<file path="config.mk">
export PLATFORM = sky130hd
export DESIGN_NAME = mao_ordering
export DESIGN_NICKNAME = d
export VERILOG_FILES = /design/src/mao_pkg.sv /design/src/mao_ordering.sv
export SDC_FILE = /design/constraint.sdc
export NUM_CORES = 1
export LEC_CHECK = 0
export ABC_AREA = 1
export BUFFER_PORTS_ARGS = -buffer_cell sky130_fd_sc_hd__buf_4
export CORE_ASPECT_RATIO = 0.8
export CORE_MARGIN = 2
export CORE_UTILIZATION = 55
export CTS_CLUSTER_DIAMETER = 50
export CTS_CLUSTER_SIZE = 25
export DETAILED_ROUTE_END_ITERATION = 6
export PLACE_DENSITY = 0.74
export SLEW_MARGIN = 20
export SYNTH_ARGS = -nofsm -noshare
export SYNTH_HDL_FRONTEND = slang
export SYNTH_SLANG_ARGS = --single-unit
export TNS_END_PERCENT = 100
</file>
<file path="constraint.sdc">
create_clock -name i_clk -period 9.56 [get_ports i_clk]
set_clock_uncertainty 0.05 [all_clocks]
set_input_delay 1.434 -clock i_clk [delete_from_list [all_inputs] [get_ports i_clk]]
set_output_delay 1.434 -clock i_clk [all_outputs]
set_load 0.02 [all_outputs]
</file>
<file path="src/mao_pkg.sv">
/*
 * Shared types and constants for the memory access ordering block.
 * Assumes one core clock domain; the memory side reports completion per slot id.
 */
`default_nettype none

package mao_pkg;

    // ------------------------------------------------------------
    // Sizes
    // ------------------------------------------------------------
    localparam int MAO_ADDR_W = 32;
    localparam int MAO_HI_W = MAO_ADDR_W + 1;
    localparam int MAO_LEN_W = 3;
    localparam int MAO_DEPTH = 4;
    localparam int MAO_ID_W = 2;

    // ------------------------------------------------------------
    // Memory types and operation kinds
    // ------------------------------------------------------------
    typedef enum logic [2:0] {
        MT_UNCACHEABLE, MT_CACHE_DISABLED, MT_WRITE_COMBINING, MT_WRITE_COMBINING_PROBED,
        MT_WRITE_PROTECT, MT_WRITETHROUGH, MT_WRITEBACK
    } mao_mtype_e;

    typedef enum logic [3:0] {
        OP_LOAD, OP_STORE, OP_STORE_NON_TEMPORAL, OP_IO_LOAD, OP_IO_STORE,
        OP_LOCKED, OP_SERIALIZE, OP_LOAD_FENCE, OP_STORE_FENCE, OP_FULL_FENCE
    } mao_kind_e;

    // ------------------------------------------------------------
    // Carriers
    // ------------------------------------------------------------
    typedef struct packed {
        mao_kind_e kind;
        mao_mtype_e mtype;
        logic [MAO_ADDR_W-1:0] addr;
        logic [MAO_LEN_W-1:0] len;      // Byte count minus one
        logic hit;                      // Line present in data or level-two cache
        logic dirty;                    // Present line is modified
    } mao_req_s;

    typedef struct packed {
        logic load;
        logic store;
        logic unc;                      // Uncacheable or cache-disabled
        logic comb;                     // Write-combining class or non-temporal store
        logic hard;                     // I/O or locked
        logic ser;
        logic lf;
        logic sf;
        logic mf;
    } mao_cls_s;

    typedef struct packed {
        logic valid;
        logic store;
        logic unc;
        logic comb;
        logic hard;
        logic lf;                       // A load or full fence follows this entry
        logic sf;                       // A store or full fence follows this entry
        logic mf;                       // A full fence follows this entry
        logic [MAO_ADDR_W-1:0] lo;
        logic [MAO_HI_W-1:0] hi;
    } mao_ent_s;

    typedef struct packed {
        logic valid;
        logic [MAO_ID_W-1:0] id;
        mao_kind_e kind;
        mao_mtype_e mtype;
        logic [MAO_ADDR_W-1:0] addr;
        logic [MAO_LEN_W-1:0] len;
        logic to_wcb;                   // Goes to write-combining buffers
        logic to_sb;                    // Goes to ordinary store buffers
        logic direct;                   // Goes straight to memory or I/O
        logic inval;                    // Invalidate the matching cache line
        logic wback_first;              // Write the modified line back first
        logic mem_update;               // Store must update memory
    } mao_iss_s;

    typedef struct packed {
        mao_ent_s [MAO_DEPTH-1:0] ent;
        logic ack;
        logic event_pend;
        mao_iss_s iss;
        logic sb_drain;
        logic wcb_flush;
        logic fetch_hold;
        logic fetch_go;
        logic fetch_from_cache;
        logic fetch_no_alloc;
        logic busy;
    } mao_state_s;

    // ------------------------------------------------------------
    // Reset values
    // ------------------------------------------------------------
    localparam mao_state_s MAO_STATE_RST = '0;

endpackage : mao_pkg

`default_nettype wire

</file>
<file path="src/mao_ordering.sv">
/*
 * Memory access ordering: decides when each load, store, I/O, locked or serializing
 * operation may issue past older outstanding ones, handles fences and fetch holds.
 * Assumes the requester holds a request until acknowledged and the memory side
 * reports each performed operation once by its slot id.
 */
`timescale 1ns/1ns
`default_nettype none

module mao_ordering
    import mao_pkg::*;
(
    // Clock and reset
    input wire logic i_clk,
    input wire logic i_rstn,
    // Pipeline requests
    input wire logic i_req_valid,
    input wire mao_req_s i_req,
    output logic o_req_ack,
    // Issue toward caches and buffers
    output mao_iss_s o_iss,
    // Completion from memory side
    input wire logic i_done_valid,
    input wire logic [MAO_ID_W-1:0] i_done_id,
    // Buffer status and flush requests
    input wire logic i_sb_empty,
    input wire logic i_wcb_empty,
    output logic o_sb_drain,
    output logic o_wcb_flush,
    // Interrupts and exceptions
    input wire logic i_event,
    // Instruction fetch path
    input wire logic i_fetch_valid,
    input wire logic i_fetch_cache_disabled,
    input wire logic i_ic_hit,
    output logic o_fetch_hold,
    output logic o_fetch_go,
    output logic o_fetch_from_cache,
    output logic o_fetch_no_alloc,
    // Status
    output logic o_busy
);

    // ------------------------------------------------------------
    // Functions
    // ------------------------------------------------------------

    // Sort a request into ordering classes
    function automatic mao_cls_s classify(input mao_kind_e kind, input mao_mtype_e mt);
        mao_cls_s c;
        logic m_unc;
        logic m_comb;
        c = '0;
        m_unc = (mt == MT_UNCACHEABLE) || (mt == MT_CACHE_DISABLED);
        m_comb = (mt == MT_WRITE_COMBINING) || (mt == MT_WRITE_COMBINING_PROBED);
        unique case (kind)
            OP_LOAD: begin
                c.load = 1'b1;
                c.unc = m_unc;
                c.comb = m_comb;
            end
            OP_STORE: begin
                c.store = 1'b1;
                c.unc = m_unc;
                c.comb = m_comb;
            end
            OP_STORE_NON_TEMPORAL: begin
                c.store = 1'b1;
                c.comb = 1'b1;
            end
            OP_IO_LOAD: begin
                c.load = 1'b1;
                c.hard = 1'b1;
            end
            OP_IO_STORE, OP_LOCKED: begin
                c.store = 1'b1;
                c.hard = 1'b1;
            end
            OP_SERIALIZE: c.ser = 1'b1;
            OP_LOAD_FENCE: c.lf = 1'b1;
            OP_STORE_FENCE: c.sf = 1'b1;
            OP_FULL_FENCE: c.mf = 1'b1;
            default: c = '0;
        endcase
        return c;
    endfunction : classify

    // Byte range overlap test
    // address range compare
    function automatic logic overlap(input logic [MAO_ADDR_W-1:0] lo_a, input logic [MAO_HI_W-1:0] hi_a,
                                     input logic [MAO_ADDR_W-1:0] lo_b, input logic [MAO_HI_W-1:0] hi_b);
        return ({1'b0, lo_a} <= hi_b) && ({1'b0, lo_b} <= hi_a);
    endfunction : overlap

    // May a newer operation issue while an older entry is outstanding
    function automatic logic may_pass(input mao_ent_s o, input mao_cls_s n,
                                      input logic [MAO_ADDR_W-1:0] lo, input logic [MAO_HI_W-1:0] hi);
        logic conf;
        logic res;
        conf = overlap(o.lo, o.hi, lo, hi);
        res = 1'b0;
        if (!o.valid) begin
            res = 1'b1;
        end else if (o.hard) begin
            res = 1'b0;
        end else if (n.unc || o.unc) begin
            res = 1'b0;
        end else if (n.store && !o.store) begin
            res = 1'b0;
        end else if (n.load && !o.store) begin
            res = n.comb && !o.lf;
        end else if (n.load) begin
            res = !conf && !o.mf;
        end else if (!n.comb && !o.comb) begin
            res = 1'b0;
        end else if (!n.comb) begin
            res = !o.sf && !conf;
        end else if (!o.comb) begin
            res = !o.sf;
        end else begin
            res = !o.sf && !conf;
        end
        return res;
    endfunction : may_pass

    // ------------------------------------------------------------
    // State
    // ------------------------------------------------------------
    mao_state_s st_reg;
    mao_state_s st_next;

    // Next-state logic
    always_comb begin
        mao_cls_s cls;
        logic [MAO_ADDR_W-1:0] lo;
        logic [MAO_HI_W-1:0] hi;
        logic pass_all;
        logic any_valid;
        logic comb_fenced;
        logic quiet;
        logic free_ok;
        logic [MAO_ID_W-1:0] free_id;
        logic take;
        logic go;
        logic mem_op;
        cls = classify(i_req.kind, i_req.mtype);
        lo = i_req.addr;
        hi = {1'b0, i_req.addr} + MAO_HI_W'(i_req.len);
        pass_all = 1'b1;
        any_valid = 1'b0;
        comb_fenced = 1'b0;
        free_ok = 1'b0;
        free_id = '0;
        go = 1'b0;
        quiet = 1'b0;
        take = 1'b0;
        mem_op = 1'b0;
        st_next = st_reg;
        st_next.ack = 1'b0;
        st_next.iss.valid = 1'b0;

        // Scan outstanding entries, find first free slot
        for (int i = 0; i < MAO_DEPTH; i++) begin
            pass_all = pass_all & may_pass(st_reg.ent[i], cls, lo, hi);
            any_valid = any_valid | st_reg.ent[i].valid;
            comb_fenced = comb_fenced | (st_reg.ent[i].valid & st_reg.ent[i].comb & st_reg.ent[i].sf);
            if (!st_reg.ent[i].valid && !free_ok) begin
                free_ok = 1'b1;
                free_id = MAO_ID_W'(i);
            end
        end

        // Retire performed operations
        if (i_done_valid) begin
            st_next.ent[i_done_id].valid = 1'b0;
        end

        // quiet means all done and buffers empty
        quiet = !any_valid && i_sb_empty && i_wcb_empty;
        take = i_req_valid && !st_reg.ack;
        mem_op = cls.load || cls.store;

        // Decide whether the presented request may go now
        if (cls.lf || cls.sf || cls.mf) begin
            go = 1'b1;
        end else if (cls.ser || cls.hard) begin
            go = quiet && (cls.ser || free_ok);
        end else if (cls.unc) begin
            go = pass_all && free_ok && i_sb_empty && i_wcb_empty;
        end else if (mem_op) begin
            go = pass_all && free_ok;
        end

        if (take && go) begin
            st_next.ack = 1'b1;
            if (cls.lf || cls.sf || cls.mf) begin
                for (int i = 0; i < MAO_DEPTH; i++) begin
                    if (st_reg.ent[i].valid) begin
                        st_next.ent[i].lf = st_reg.ent[i].lf | cls.lf | cls.mf;
                        st_next.ent[i].sf = st_reg.ent[i].sf | cls.sf | cls.mf;
                        st_next.ent[i].mf = st_reg.ent[i].mf | cls.mf;
                    end
                end
            end
            if (mem_op) begin
                st_next.ent[free_id].valid = 1'b1;
                st_next.ent[free_id].store = cls.store;
                st_next.ent[free_id].unc = cls.unc;
                st_next.ent[free_id].comb = cls.comb;
                st_next.ent[free_id].hard = cls.hard;
                st_next.ent[free_id].lf = 1'b0;
                st_next.ent[free_id].sf = 1'b0;
                st_next.ent[free_id].mf = 1'b0;
                st_next.ent[free_id].lo = lo;
                st_next.ent[free_id].hi = hi;
                st_next.iss.valid = 1'b1;
                st_next.iss.id = free_id;
                st_next.iss.kind = i_req.kind;
                st_next.iss.mtype = i_req.mtype;
                st_next.iss.addr = i_req.addr;
                st_next.iss.len = i_req.len;
                st_next.iss.to_wcb = cls.store && cls.comb && !cls.hard;
                st_next.iss.to_sb = cls.store && !cls.comb && !cls.unc && !cls.hard;
                st_next.iss.direct = !(cls.store && !cls.unc && !cls.hard);
                st_next.iss.inval = i_req.hit && ((i_req.mtype == MT_CACHE_DISABLED) ||
                                    (cls.store && i_req.mtype == MT_WRITE_PROTECT));
                st_next.iss.wback_first = i_req.hit && i_req.dirty && (i_req.mtype == MT_CACHE_DISABLED);
                st_next.iss.mem_update = cls.store && (cls.hard || (i_req.mtype != MT_WRITEBACK) ||
                                         (i_req.kind == OP_STORE_NON_TEMPORAL));
            end
        end

        st_next.event_pend = (st_reg.event_pend && !quiet) || i_event;

        // Flush requests while something waits on buffers
        st_next.sb_drain = st_next.event_pend || (i_req_valid && (cls.unc || cls.hard || cls.ser));
        st_next.wcb_flush = st_next.sb_drain || comb_fenced || (take && (cls.sf || cls.mf));

        st_next.fetch_hold = st_next.event_pend || (i_req_valid && cls.ser && !(take && go));
        st_next.fetch_go = i_fetch_valid && !st_next.fetch_hold;
        st_next.fetch_from_cache = i_fetch_valid && i_ic_hit;
        st_next.fetch_no_alloc = i_fetch_valid && i_fetch_cache_disabled && !i_ic_hit;

        // Any operation still outstanding
        st_next.busy = 1'b0;
        for (int i = 0; i < MAO_DEPTH; i++) begin
            st_next.busy = st_next.busy | st_next.ent[i].valid;
        end
    end

    // State register
    always_ff @(posedge i_clk) begin
        if (!i_rstn) begin
            st_reg <= MAO_STATE_RST;
        end else begin
            st_reg <= st_next;
        end
    end

    // ------------------------------------------------------------
    // Outputs
    // ------------------------------------------------------------
    assign o_req_ack = st_reg.ack;
    assign o_iss = st_reg.iss;
    assign o_sb_drain = st_reg.sb_drain;
    assign o_wcb_flush = st_reg.wcb_flush;
    assign o_fetch_hold = st_reg.fetch_hold;
    assign o_fetch_go = st_reg.fetch_go;
    assign o_fetch_from_cache = st_reg.fetch_from_cache;
    assign o_fetch_no_alloc = st_reg.fetch_no_alloc;
    assign o_busy = st_reg.busy;

endmodule : mao_ordering

`default_nettype wire

</file>
==> qor.yml <==
finish:
  layout.nets: 3169
  drive_gt1_share_pct: 7.95
  final_common_cell: "nand2_1"
  area_growth_pct: 9.04
  layout_common_cells: "nand2_1, inv_1, dfxtp_1"
  largest_reg_flops: 293
pwr:
  p_clk_share_pct: 44.6
  p_leak_uw: 0.0101
  seqPwrFrac_pct: 42.8
  power_switching_uw: 1010
  internal-power_uw: 2500
  peakVddDrop_mv: 0.150
  switching_share_pct: 28.7
  power_per_cell_area_nw_per_um2: 156
  combPwrFrac_pct: 12.6
synth:
  synth_area_um2: 20700
  synth-edff-count: 0
  synthAdderAreaFrac_pct: 15.6
  synth_seq_area_share_pct: 34.1
  synthFlopType: "dfxtp_1"
  synthMuxAreaShare_pct: 0
  synth_top_family_by_area: "simple AND/OR/NAND/NOR gates"
  synth_compound_area_share_pct: 15.4
  synthArstFlopShare_pct: 0
  synth.avg_cell_area_um2: 7.20
  synthXorXnorAreaFrac_pct: 0.762
  synth.net_count: 3187
  syn_inst: 2874
  yosysUniqueCellTypes: 53
  synth-simple-area-share_pct: 22.3
  synth-seq-cells: 352
  yosysWarnings: 0
clock_tree:
  cts_root_buf: "clkbuf_16"
  hold_buffers: 0
  post_cts_buffers: 0
  htree_levels: 2
  cts.sinks: 352
  path_clk_slew_ps: 70
  cts-resized-gates: 0
  numCtsBuffers: 36
  cts_tree: "yes"
  clk_latency_ps: 560
  clockBufferDepth: 3
detailed_routing:
  postRouteAntennaNets: 0
  drt-vias-per-instance: 5.86
  vias: 19744
  totalWireLength_um: 69700
  firstDrtPassIters: 6
  drt_iter0_markers: 2106
  wl_per_cell_um: 20.7
  route.detailed.drc: 0
critical_path:
  critical_path_class: "input port to flip-flop"
  reg2reg_slack_ps: 4210
  cp-end-kind: "flip-flop"
  required_ps: 9960
  path_common_cell: "nand2_1"
  cp-start-kind: "input port"
  arrival_ps: 9000
  reg2reg_from: "st_reg[105]"
  cp_slowest_stage_delay_ps: 630
  crit_fanout: 52
  r2r_end: "st_reg[156]"
  ff2ff_path_depth: 30
  slowest_stage: "inv_4"
global_routing:
  grt_first_pass_wirelength_um: 107000
  grt_pass1_vias: 18560
  grt_max_degree: 111
  grt_util_all_layers_pct: 34.9
  grt.overflow.total: 0
  antenna_found_initial: 1
timing:
  finalSetupTns_ps: 0
  worst_pin_slew_ps: 1090
  fmax_mhz: 116
  period_share_pct: 89.9
  rsz0062_at_grt: "no"
  relSlewSlack_pct: 27.0
  hold_viol: 0
  finalWorstSetupSlack_ps: 961
  setup_viol: 0
  slew_violations: 0
  layout_min_cycle_time_ps: 8600
floorplanning:
  ioPinCount: 115
  start_util_pct: 55.8
  die_h_um: 177
  rows: 63
  die_area_um2: 39200
  core_area_um2: 37000
  die_w_um: 221
place:
  io_buffers: 114
  pre_cts_ws_ps: 607
  place_congestion: 0.992
  dp_hpwl_um: 49100
hold_path:
  hp-start: "st_reg[344]"
  hold-path-cell-count: 2
  min_to: "st_reg[344]"
  hold_path_class: "flip-flop to flip-flop"
flow_run:
  maxCapViolations: 0
run_status:
  outcome: "finished, final reports clean"
## cell usage after synthesis (2+ instances only)
cell	n	area share (%)
nand2_1	486	8.8
inv_1	362	6.6
dfxtp_1	352	34
nor2_1	319	5.8
a21oi_1	262	6.3
ha_1	256	15
o21ai_0	197	4.8
nor3_1	120	2.9
buf_4	71	2.6
o21ai_1	71	1.7
buf_2	63	1.5
nand3_1	62	1.5
clkbuf_1	50	0.91
nand4_1	44	1.3
nor4_1	19	0.57
xor2_1	14	0.59
a211oi_1	13	0.47
o22ai_1	13	0.39
a22oi_1	11	0.40
o211ai_1	11	0.40
a31oi_1	7	0.21
or2_2	7	0.21
nand2_2	5	0.15
nand3b_1	5	0.18
nor2_2	5	0.15
a21o_1	4	0.15
inv_2	4	0.073
o21bai_1	4	0.15
xnor2_1	4	0.17
buf_6	3	0.16
clkinv_1	2	0.036
nor2_4	2	0.11
nor3_2	2	0.097
nor3b_1	2	0.073
o21a_1	2	0.073
o21ba_2	2	0.097
o31ai_1	2	0.073
## area by class of cell
cell class,count,area (um^2)
clock buffers,41,950
repair buffers,132,1010
inverters,369,1390
clock inverters,23,344
diodes,1,2.50
fillers,3377,14500
flip-flops and latches,352,7050
multi-input cells,1965,11200
well taps,487,609
## power by group through the flow
stage / Combinational (uW) / Clock, uW / Sequential (uW)
2_1_floorplan: 269 / 0 / 1530
3_3_place_gp: 419 / 0 / 1530
3_5_place_dp: 430 / 0 / 1530
4_1_cts: 433 / 1580 / 1500
5_1_grt: 484 / 1630 / 1500
6_report: 443 / 1570 / 1500
## critical path: cells and delay by family
family,cells,cell delay (ps)
fa+ha+maj,2,700
compound gates,5,740
buf+inv,10,1470
simple gates,27,4610
## through the flow
stage | hold slack, ps | utilization [%] | power [uW] | std cells | area, um^2
6_report | 396 | 60.9 | 3510 | 3370 | 22600
5_1_grt | 405 | 60.9 | 3620 | 3369 | 22600
4_1_cts | 394 | 60.8 | 3510 | 3368 | 22500
2_1_floorplan | 367 | - | 1800 | 2874 | 20700
3_3_place_gp | 380 | 57.3 | 1950 | 3304 | 21200
3_5_place_dp | 385 | 57.3 | 1960 | 3304 | 21200
## per-layer routing
| layer | vias up | global-route usage (%) | share of wire, % |
|---|---|---|---|
| met5 | - | 0 | 0 |
| met4 | 0 | 15.6 | 4.4 |
| met3 | 170 | 6.61 | 9.8 |
| met2 | 928 | 52.7 | 42 |
| met1 | 9253 | 48.4 | 44 |
| li1 | 9393 | - | - |
## how the worst max path moves through the flow
stage	from	end
after CTS	i_req[7]	st_reg[156]
after global placement	i_req[7]	st_reg[155]
after detailed placement	i_req[7]	st_reg[156]
final	i_req[7]	st_reg[156]
after floorplan	i_req[4]	st_reg[207]
after global routing	i_req[7]	st_reg[143]
## kinds of logic (layout without fill, tap and decap cells)
kind of cell | Yosys count | count (layout)
AND/OR/NAND/NOR | 1086 | 1086
AO/OA/AOI/OAI | 604 | 604
buffers and inverters | 557 | 565
flip-flops | 352 | 352
adder cells (fa/ha/maj) | 257 | 257
XOR/XNOR | 18 | 18
other | 0 | 1
Power figures use the tool's default switching activity.
